===== src/common/elss_map.svh =====
// Register offsets, field positions, reset values and bus answer codes for the line source selector.
`ifndef ELSS_MAP_SVH
`define ELSS_MAP_SVH

// ---------------------------------------------------------------------------
// Register offsets (byte addresses)
// ---------------------------------------------------------------------------
`define ELSS_OFF_SEL_LO     12'h004
`define ELSS_OFF_SEL_HI     12'h008
`define ELSS_OFF_LINE_STAT  12'h00c

// ---------------------------------------------------------------------------
// Field positions and reset values
// ---------------------------------------------------------------------------
`define ELSS_FLD0_LSB       0
`define ELSS_FLD1_LSB       4
`define ELSS_FLD2_LSB       8
`define ELSS_FLD3_LSB       12
`define ELSS_SEL_MASK       32'h00003333
`define ELSS_SEL_RESET      32'h00000000
`define ELSS_NUM_PIN_LINES  8
`define ELSS_NUM_LINES      13

// ---------------------------------------------------------------------------
// Bus answer codes
// ---------------------------------------------------------------------------
`define ELSS_RESP_OKAY      2'h0
`define ELSS_RESP_SLVERR    2'h2

`endif


===== src/common/elss_pkg.sv =====
// Types shared by the line source selector design files.
package elss_pkg;
    typedef logic [1:0]  elss_code_t;
    typedef logic [31:0] elss_word_t;
    typedef logic [11:0] elss_addr_t;
    typedef logic [13:0] elss_pin_t;
    typedef enum logic [1:0] {
        ELSS_CODE_FIRST,
        ELSS_CODE_SECOND,
        ELSS_CODE_THIRD,
        ELSS_CODE_RSVD
    } elss_code_e;
    typedef enum {
        ELSS_RD_IDLE,
        ELSS_RD_RESP
    } elss_rd_e;
endpackage


===== src/design/elss_line_mux.sv =====
// One routed line: picks a pin by its two-bit code and registers the result.
`timescale 1ns/1ns
`include "elss_map.svh"

module elss_line_mux (
    input  wire logic                 CLK,    // Peripheral bus clock.
    input  wire logic                 RSTN,   // Synchronous reset, active low.
    input  wire logic                 CE,     // Clock enable.
    input  wire elss_pkg::elss_code_t code,   // Source selection code.
    input  wire logic [2:0]           pins,   // Candidate pins for codes 0 to 2.
    output logic                      line    // Registered routed line.
);
    import elss_pkg::*;

    logic next_line;

    // Reserved code gives a constant low, so no edge can reach the controller.
    // reserved codes low
    always_comb begin
        case (code)
            2'h0:    next_line = pins[0];
            2'h1:    next_line = pins[1];
            2'h2:    next_line = pins[2];
            default: next_line = 1'b0;
        endcase
    end

    // Output register keeps the routed line glitch free.
    always_ff @(posedge CLK) begin
        if (!RSTN) begin
            line <= 1'b0;
        end else if (CE) begin
            line <= next_line;
        end
    end
endmodule


===== src/design/elss_top.sv =====
// External line source selector: pin routing to lines 0..7 and request grouping.
//
// Chosen here: the AXI4-Lite interface to the registers.
`timescale 1ns/1ns
`include "elss_map.svh"


module elss_top (
    input  wire logic                 CLK,            // 10 MHz bus clock.
    input  wire logic                 RSTN,           // Synchronous reset, active low.
    input  wire logic                 CE,             // Clock enable; low freezes state.
    input  wire logic [11:0]          AWADDR,         // Write address.
    input  wire logic                 AWVALID,        // Write address valid.
    output logic                      AWREADY,        // Write address ready.
    input  wire logic [31:0]          WDATA,          // Write data.
    input  wire logic [3:0]           WSTRB,          // Write byte strobes.
    input  wire logic                 WVALID,         // Write data valid.
    output logic                      WREADY,         // Write data ready.
    output logic [1:0]                BRESP,          // Write response.
    output logic                      BVALID,         // Write response valid.
    input  wire logic                 BREADY,         // Write response ready.
    input  wire logic [11:0]          ARADDR,         // Read address.
    input  wire logic                 ARVALID,        // Read address valid.
    output logic                      ARREADY,        // Read address ready.
    output logic [31:0]               RDATA,          // Read data.
    output logic [1:0]                RRESP,          // Read response.
    output logic                      RVALID,         // Read data valid.
    input  wire logic                 RREADY,         // Read data ready.
    input  wire elss_pkg::elss_pin_t  PORT_A_PINS,    // Port A pin levels.
    input  wire elss_pkg::elss_pin_t  PORT_B_PINS,    // Port B pin levels.
    input  wire logic                 RTC_ALARM_IRQ,  // Clock alarm source.
    input  wire logic                 RTC_WAKE_IRQ,   // Clock wake source.
    input  wire logic                 LP_SERIAL_IRQ,  // Low-power serial port source.
    input  wire logic                 RADIO_WAKE_IRQ, // Radio sleep wake source.
    input  wire logic                 LINE12_SRC,     // Line 12 source.
    input  wire logic [12:0]          LINE_PEND,      // Pending lines from controller.
    output logic [7:0]                PIN_LINES,      // Routed lines 0 to 7.
    output logic [3:0]                INT_LINES,      // Lines 8 to 11.
    output logic                      LINES_0_TO_1_IRQ,  // Lines 0-1 request.
    output logic                      LINES_2_TO_3_IRQ,  // Lines 2-3 request.
    output logic                      LINES_4_TO_12_IRQ  // Lines 4-12 request.
);
    import elss_pkg::*;

    // -----------------------------------------------------------------------
    // Register storage
    // -----------------------------------------------------------------------
    elss_word_t ext_line_src_sel_lo;
    elss_word_t ext_line_src_sel_hi;
    elss_addr_t wr_addr;
    elss_word_t wr_data;
    logic [3:0] wr_strb;
    logic       aw_held;
    logic       w_held;
    elss_rd_e   rd_state;
    elss_word_t next_rdata;
    logic [1:0] next_rresp;

    logic        wr_fire;
    logic        wr_hit;
    elss_word_t  wr_merge;
    elss_code_t  codes [8];
    logic [2:0]  cand  [8];

    // Write fires once both address and data are held and no response waits.
    assign wr_fire  = aw_held && w_held && !BVALID;
    assign wr_hit   = (wr_addr == `ELSS_OFF_SEL_LO) || (wr_addr == `ELSS_OFF_SEL_HI);

    // Byte-lane merge of write data onto the current register value.
    always_comb begin
        elss_word_t cur;
        cur = (wr_addr == `ELSS_OFF_SEL_HI) ? ext_line_src_sel_hi : ext_line_src_sel_lo;
        for (int i = 0; i < 4; i++) begin
            wr_merge[8*i +: 8] = wr_strb[i] ? wr_data[8*i +: 8] : cur[8*i +: 8];
        end
    end

    // -----------------------------------------------------------------------
    // Write channel
    // -----------------------------------------------------------------------
    // Address and data are taken in either order and held until the write fires.
    always_ff @(posedge CLK) begin
        if (!RSTN) begin
            aw_held <= 1'b0;
            w_held  <= 1'b0;
            wr_addr <= 12'h000;
            wr_data <= 32'h00000000;
            wr_strb <= 4'h0;
        end else if (CE) begin
            if (AWVALID && AWREADY) begin
                aw_held <= 1'b1;
                wr_addr <= {AWADDR[11:2], 2'b00};
            end else if (wr_fire) begin
                aw_held <= 1'b0;
            end
            if (WVALID && WREADY) begin
                w_held  <= 1'b1;
                wr_data <= WDATA;
                wr_strb <= WSTRB;
            end else if (wr_fire) begin
                w_held <= 1'b0;
            end
        end
    end

    // Ready is a flop; it drops the cycle after a beat is taken.
    always_ff @(posedge CLK) begin
        if (!RSTN) begin
            AWREADY <= 1'b0;
            WREADY  <= 1'b0;
        end else if (CE) begin
            AWREADY <= !aw_held && !(AWVALID && AWREADY) && !BVALID;
            WREADY  <= !w_held && !(WVALID && WREADY) && !BVALID;
        end
    end

    always_ff @(posedge CLK) begin
        if (!RSTN) begin
            ext_line_src_sel_lo <= `ELSS_SEL_RESET;
            ext_line_src_sel_hi <= `ELSS_SEL_RESET;
        end else if (CE && wr_fire) begin
            if (wr_addr == `ELSS_OFF_SEL_LO) begin
                ext_line_src_sel_lo <= wr_merge & `ELSS_SEL_MASK;
            end
            if (wr_addr == `ELSS_OFF_SEL_HI) begin
                ext_line_src_sel_hi <= wr_merge & `ELSS_SEL_MASK;
            end
        end
    end

    // Response; unmapped addresses answer with a slave error.
    always_ff @(posedge CLK) begin
        if (!RSTN) begin
            BVALID <= 1'b0;
            BRESP  <= `ELSS_RESP_OKAY;
        end else if (CE) begin
            if (wr_fire) begin
                BVALID <= 1'b1;
                BRESP  <= wr_hit ? `ELSS_RESP_OKAY : `ELSS_RESP_SLVERR;
            end else if (BREADY) begin
                BVALID <= 1'b0;
            end
        end
    end

    // -----------------------------------------------------------------------
    // Read channel
    // -----------------------------------------------------------------------
    // Read decode; the status word shows which lines the controller holds pending.
    always_comb begin
        next_rresp = `ELSS_RESP_OKAY;
        case ({ARADDR[11:2], 2'b00})
            `ELSS_OFF_SEL_LO:    next_rdata = ext_line_src_sel_lo;
            `ELSS_OFF_SEL_HI:    next_rdata = ext_line_src_sel_hi;
            `ELSS_OFF_LINE_STAT: next_rdata = {19'h0, LINE_PEND};
            default: begin
                next_rdata = 32'h00000000;
                next_rresp = `ELSS_RESP_SLVERR;
            end
        endcase
    end

    // One read at a time: address taken, data shown the next cycle.
    always_ff @(posedge CLK) begin
        if (!RSTN) begin
            rd_state <= ELSS_RD_IDLE;
            ARREADY  <= 1'b0;
            RVALID   <= 1'b0;
            RDATA    <= 32'h00000000;
            RRESP    <= `ELSS_RESP_OKAY;
        end else if (CE) begin
            case (rd_state)
                ELSS_RD_IDLE: begin
                    ARREADY <= !(ARVALID && ARREADY);
                    if (ARVALID && ARREADY) begin
                        RVALID   <= 1'b1;
                        RDATA    <= next_rdata;
                        RRESP    <= next_rresp;
                        rd_state <= ELSS_RD_RESP;
                    end
                end
                ELSS_RD_RESP: begin
                    ARREADY <= 1'b0;
                    if (RREADY) begin
                        RVALID   <= 1'b0;
                        rd_state <= ELSS_RD_IDLE;
                    end
                end
                default: rd_state <= ELSS_RD_IDLE;
            endcase
        end
    end

    // -----------------------------------------------------------------------
    // Pin routing
    // -----------------------------------------------------------------------
    // line 0 candidates
    assign cand[0] = {PORT_B_PINS[0], PORT_A_PINS[1], PORT_A_PINS[0]};
    assign cand[1] = {PORT_B_PINS[1], PORT_A_PINS[3], PORT_A_PINS[2]};
    assign cand[2] = {1'b0, PORT_B_PINS[2], PORT_A_PINS[6]};
    assign cand[3] = {1'b0, PORT_B_PINS[3], PORT_A_PINS[5]};
    assign cand[4] = {1'b0, PORT_B_PINS[4], PORT_B_PINS[9]};
    assign cand[5] = {PORT_B_PINS[5], PORT_B_PINS[11], PORT_B_PINS[10]};
    assign cand[6] = {PORT_A_PINS[4], PORT_B_PINS[6], PORT_B_PINS[12]};
    assign cand[7] = {PORT_B_PINS[8], PORT_B_PINS[7], PORT_B_PINS[13]};

    // Codes 10 of lines 2 to 4 are reserved too, so their third candidate must read low.
    assign codes[0] = ext_line_src_sel_lo[`ELSS_FLD0_LSB +: 2];
    assign codes[1] = ext_line_src_sel_lo[`ELSS_FLD1_LSB +: 2];
    assign codes[2] = ext_line_src_sel_lo[`ELSS_FLD2_LSB +: 2];
    assign codes[3] = ext_line_src_sel_lo[`ELSS_FLD3_LSB +: 2];
    assign codes[4] = ext_line_src_sel_hi[`ELSS_FLD0_LSB +: 2];
    assign codes[5] = ext_line_src_sel_hi[`ELSS_FLD1_LSB +: 2];
    assign codes[6] = ext_line_src_sel_hi[`ELSS_FLD2_LSB +: 2];
    assign codes[7] = ext_line_src_sel_hi[`ELSS_FLD3_LSB +: 2];

    for (genvar g = 0; g < `ELSS_NUM_PIN_LINES; g++) begin : g_line
        elss_line_mux u_mux (
            .CLK  (CLK),
            .RSTN (RSTN),
            .CE   (CE),
            .code (codes[g]),
            .pins (cand[g]),
            .line (PIN_LINES[g])
        );
    end

    // -----------------------------------------------------------------------
    // Internal lines and request grouping
    // -----------------------------------------------------------------------
    // clock alarm and wake sources on 8, 9
    // serial and radio on 10, 11
    always_ff @(posedge CLK) begin
        if (!RSTN) begin
            INT_LINES         <= 4'h0;
            LINES_0_TO_1_IRQ  <= 1'b0;
            LINES_2_TO_3_IRQ  <= 1'b0;
            LINES_4_TO_12_IRQ <= 1'b0;
        end else if (CE) begin
            INT_LINES         <= {RADIO_WAKE_IRQ, LP_SERIAL_IRQ, RTC_WAKE_IRQ, RTC_ALARM_IRQ};
            LINES_0_TO_1_IRQ  <= |LINE_PEND[1:0];
            LINES_2_TO_3_IRQ  <= |LINE_PEND[3:2];
            LINES_4_TO_12_IRQ <= |LINE_PEND[12:4];
        end
    end

    // -----------------------------------------------------------------------
    // Assertions
    // -----------------------------------------------------------------------
    a_rsvd_line_low: assert property (@(posedge CLK) disable iff (!RSTN)
        (CE && codes[0] == 2'h3) |=> !PIN_LINES[0]) else $error("reserved code drove line");
    a_line0_route: assert property (@(posedge CLK) disable iff (!RSTN)
        (CE && codes[0] == 2'h2) |=> PIN_LINES[0] == $past(PORT_B_PINS[0]))
        else $error("line 0 route wrong");
    a_line2_rsvd: assert property (@(posedge CLK) disable iff (!RSTN)
        (CE && codes[2] == 2'h2) |=> !PIN_LINES[2]) else $error("line 2 code 10 not low");
    a_line6_route: assert property (@(posedge CLK) disable iff (!RSTN)
        (CE && codes[6] == 2'h2) |=> PIN_LINES[6] == $past(PORT_A_PINS[4]))
        else $error("line 6 route wrong");
    a_line7_route: assert property (@(posedge CLK) disable iff (!RSTN)
        (CE && codes[7] == 2'h0) |=> PIN_LINES[7] == $past(PORT_B_PINS[13]))
        else $error("line 7 route wrong");
    a_group_high: assert property (@(posedge CLK) disable iff (!RSTN)
        (CE && LINE_PEND[12]) |=> LINES_4_TO_12_IRQ) else $error("line 12 not grouped");
    a_rtc_lines: assert property (@(posedge CLK) disable iff (!RSTN)
        CE |=> INT_LINES[1:0] == $past({RTC_WAKE_IRQ, RTC_ALARM_IRQ}))
        else $error("clock lines wrong");
    a_radio_line: assert property (@(posedge CLK) disable iff (!RSTN)
        CE |=> INT_LINES[3] == $past(RADIO_WAKE_IRQ)) else $error("radio line wrong");
    a_sel_write: assert property (@(posedge CLK) disable iff (!RSTN)
        (CE && wr_fire && wr_addr == `ELSS_OFF_SEL_HI && wr_strb == 4'hf)
        |=> ext_line_src_sel_hi == ($past(wr_data) & `ELSS_SEL_MASK))
        else $error("selector write lost");
    a_serial_line: assert property (@(posedge CLK) disable iff (!RSTN)
        CE |=> INT_LINES[2] == $past(LP_SERIAL_IRQ)) else $error("serial line wrong");
    a_line4_rsvd: assert property (@(posedge CLK) disable iff (!RSTN)
        (CE && codes[4] == 2'h2) |=> !PIN_LINES[4]) else $error("line 4 code 10 not low");
    a_line5_route: assert property (@(posedge CLK) disable iff (!RSTN)
        (CE && codes[5] == 2'h1) |=> PIN_LINES[5] == $past(PORT_B_PINS[11]))
        else $error("line 5 route wrong");
endmodule


===== config.mk =====
export PLATFORM = sky130hd
export DESIGN_NAME = elss_top
export DESIGN_NICKNAME = d
export VERILOG_FILES = /design/src/common/elss_pkg.sv /design/src/design/elss_line_mux.sv /design/src/design/elss_top.sv
export VERILOG_INCLUDE_DIRS = /design/src /design/src/common
export SDC_FILE = /design/constraint.sdc
export NUM_CORES = 1
export LEC_CHECK = 0
export ABC_CLOCK_PERIOD_IN_PS = 2100
export BUFFER_PORTS_ARGS = -buffer_cell sky130_fd_sc_hd__buf_2
export CAP_MARGIN = 5
export CORE_MARGIN = 2
export CORE_UTILIZATION = 40
export DETAILED_ROUTE_END_ITERATION = 16
export PLACE_DENSITY = 0.72
export SLEW_MARGIN = 40
export SYNTH_ARGS = -nofsm -noshare
export SYNTH_HDL_FRONTEND = slang
export SYNTH_HIERARCHICAL = 1
export SYNTH_SLANG_ARGS = --single-unit

===== constraint.sdc =====
create_clock -name CLK -period 2.1 [get_ports CLK]
set_clock_uncertainty 0.05 [all_clocks]
set_input_delay 0.21 -clock CLK [delete_from_list [all_inputs] [get_ports CLK]]
set_output_delay 0.21 -clock CLK [all_outputs]
set_load 0.02 [all_outputs]

==> flow_summary_export.csv <==
group,metric,value,unit
status,status,"completed",
clock_tree,cts.sinks,74,
grt,grt_pass1_wl,14400,µm
power,leakagePower,1.78,nW
die,io_pins,170,
sta,finalHoldViolCount,0,
synthesis,synth_edf_count,0,
sta,rsz0062_at_grt,"false",
synthesis,ys_types,38,
setup_path,endpoint_kind,"flip-flop",
die,die_y,97.0,µm
synthesis,synth_area,3460,µm²
sta,min_period,1.96,ns
setup_path,rr_worst_depth,4,
die,dieArea,9420,µm²
power,power_switching,0.725,mW
setup_path,cp_max_fo,8,
sta,slew_violations,0,
power,cellPowerDensity,660,nW/µm²
grt,overflow,0,
finish,drive_gt1_share,29.7,%
finish,fin_util,51.4,%
synthesis,synth_flop_cell,"dfxtp_1",
clock_tree,clockBufferDepth,2,
synthesis,synth_top_cell_by_area,"dfxtp_1",
power,pwr-share-clk,36.0,%
placed_design,port-buffer-count,111,
grt,grt_pass1_vias,2942,
worst_hold_path,hold_class,"input pin to flip-flop",
sta,fin_tns_setup,0,ns
synthesis,synthArstFlopShare,0,%
clock_tree,cts_max_level,3,
placed_design,hpwl,6720,µm
setup_path,r2r_start,"wr_addr[8]$_SDFFE_PN0P_",
sta,setup_viol,0,
finish,final_common_cell,"buf_2",
detailed_routing,vias,3149,
detailed_routing,first_iter_violations,127,
setup_path,worstSetupStartpointType,"flip-flop",
synthesis,yosysWarningCount,6,
sta,slew_headroom,60.7,%
power,power_frac_comb,12.1,%
power,swShare,25.8,%
finish,syn_to_final_growth,23.1,%
grt,grt_max_degree,32,
synthesis,yosysSeqAreaShare,42.8,%
synthesis,ys_seq_elements,74,
finish,antenna_cells,0,
finish,nNetsFinal,603,
die,core,8300,µm²
clock_tree,hold_buffers,0,
synthesis,yosysTopAreaCellShare,42.8,%
worst_hold_path,hold_path_end,"wr_data[4]$_SDFFE_PN0P_",
die,die_w,97.0,µm
clock_tree,clk_pin_slew,0.08,ns
power,peakVddDrop,294,µV
setup_path,r2r_slack,0.14,ns
detailed_routing,drt_pass1_iterations,4,
detailed_routing,wl_per_cell,15.1,µm
power,p_seq_share,51.9,%
sta,tightest_slew,0.585,ns
synthesis,synth_area_leaders,"dfxtp_1 (43%), nand2_1 (6.0%), a21boi_0 (4.8%)",
worst_hold_path,holdPathStages,3,
setup_path,timing.rr.end,"ext_line_src_sel_hi[8]$_SDFFE_PN0P_",
sta,achievable-frequency,0.510,GHz
synthesis,syn-instance-count,374,
run,cap_violations,0,
clock_tree,insertion_delay,0.34,ns
grt,grtUsageTotal,18.8,%
setup_path,critical_path_class,"flip-flop to flip-flop",
clock_tree,clockRootBuffer,"clkbuf_8",
clock_tree,cts_tree,"yes",
finish,layout_common_cells,"buf_2 (111), dfxtp_1 (74), nand2_1 (55)",
detailed_routing,vias_per_cell,5.27,
placed_design,gp_congestion,0.814,
detailed_routing,ant_nets,0,
setup_path,critical_path_required,2.28,ns
grt,antenna_found_initial,1,
synthesis,avgSynthCellArea,9.26,µm²
detailed_routing,wl,9000,µm
power,p_int,2.09,mW
clock_tree,cts_inserted_buffers,9,
die,start_util,41.7,%
die,num_rows,33,
worst_hold_path,hp-start,"WDATA[4]",
setup_path,arrival,2.15,ns
sta,finalCritPeriodShare,93.5,%
detailed_routing,drc,0,
power by group through the flow:
stage | Sequential, mW | Combinational (mW) | Clock (mW)
floorplan | 1.52 | 0.190 | 0
global placement | 1.49 | 0.332 | 0
detailed placement | 1.49 | 0.339 | 0
CTS | 1.46 | 0.341 | 1.04
global route | 1.47 | 0.373 | 1.10
finish | 1.46 | 0.341 | 1.01
sequential cells by signal, indices dropped and copies added, names as in the netlist, 2 cells and up:
name	cells
RDATA	14
wr_strb	2
wr_addr	10
g_line.u_mux/line	8
INT_LINES	4
wr_data	8
ext_line_src_sel_hi	8
ext_line_src_sel_lo	8
critical path: stages, from the launching register on:
cell and delay [ns]:
dfxtp_1 0.31, nor4_1 0.52, nand3_2 0.28, a221o_1 0.44, a32o_1 0.26
metal layers:
layer	part of all wire [%]	vias to the layer above	track usage [%]
met1	44	1476	23.3
met2	48	115	31.7
met3	6.5	11	3.83
met4	1.2	0	7.80
met5	0	-	0
li1	-	1547	-
logic make-up after synthesis:
group | after synthesis | synth area share, %
flip-flops | 74 | 42.8
other | 1 | 0.108
AO/OA/AOI/OAI | 91 | 21.5
multiplexers | 20 | 6.04
buffers and inverters | 39 | 6.43
AND/OR/NAND/NOR | 149 | 23.2
metrics by stage:
stage          instances  power, mW  hold WS, ns  setup slack, ns  cell area [µm²]
2_1_floorplan        396       1.71        0.305            0.285             3540
3_3_place_gp         583       1.82        0.399            0.140             4080
3_5_place_dp         583       1.83        0.403            0.123             4080
4_1_cts              597       2.85       0.0519            0.114             4260
5_1_grt              597       2.94       0.0636           0.0445             4260
6_report             597       2.81       0.0604            0.137             4260
timing repair:
action                     in CTS  in global routing
setup endpoints to repair       0                 11
resized for setup               0                  1
setup buffers                   0                  0
cell type report:
cell class	count	area, µm²
multi-input combinational	283	1850
clock inverter	2	12.5
clock buffer	12	165
timing repair buffer	120	623
fill	797	4040
sequential	74	1480
tap	105	131
inverter	1	3.75
worst max path at each step:
stage | cells past startpoint | slack [ns] | endpoint | start
5_1_grt | 4 | 0.04 | ext_line_src_sel_hi[1]$_SDFFE_PN0P_ | wr_addr[8]$_SDFFE_PN0P_
3_3_place_gp | 4 | 0.14 | ext_line_src_sel_hi[13]$_SDFFE_PN0P_ | wr_addr[4]$_SDFFE_PN0P_
3_5_place_dp | 4 | 0.12 | ext_line_src_sel_hi[8]$_SDFFE_PN0P_ | wr_addr[4]$_SDFFE_PN0P_
6_report | 4 | 0.14 | ext_line_src_sel_hi[8]$_SDFFE_PN0P_ | wr_addr[8]$_SDFFE_PN0P_
4_1_cts | 4 | 0.11 | ext_line_src_sel_hi[8]$_SDFFE_PN0P_ | wr_addr[4]$_SDFFE_PN0P_
2_1_floorplan | 5 | 0.28 | RDATA[0]$_SDFFE_PN0P_ | ARREADY$_SDFFE_PN0P_
synth_stat cells (12+ instances only):
master    instances
buf_4            20
nand2_1          55
clkbuf_1         15
mux2i_1          13
nand3_1          12
dfxtp_1          74
and2_1           17
nand2b_1         18
a21boi_0         22
a32o_1           16
a22oi_1          13
nor2b_1          17
Note: power is estimated with default switching activity, not from simulation.
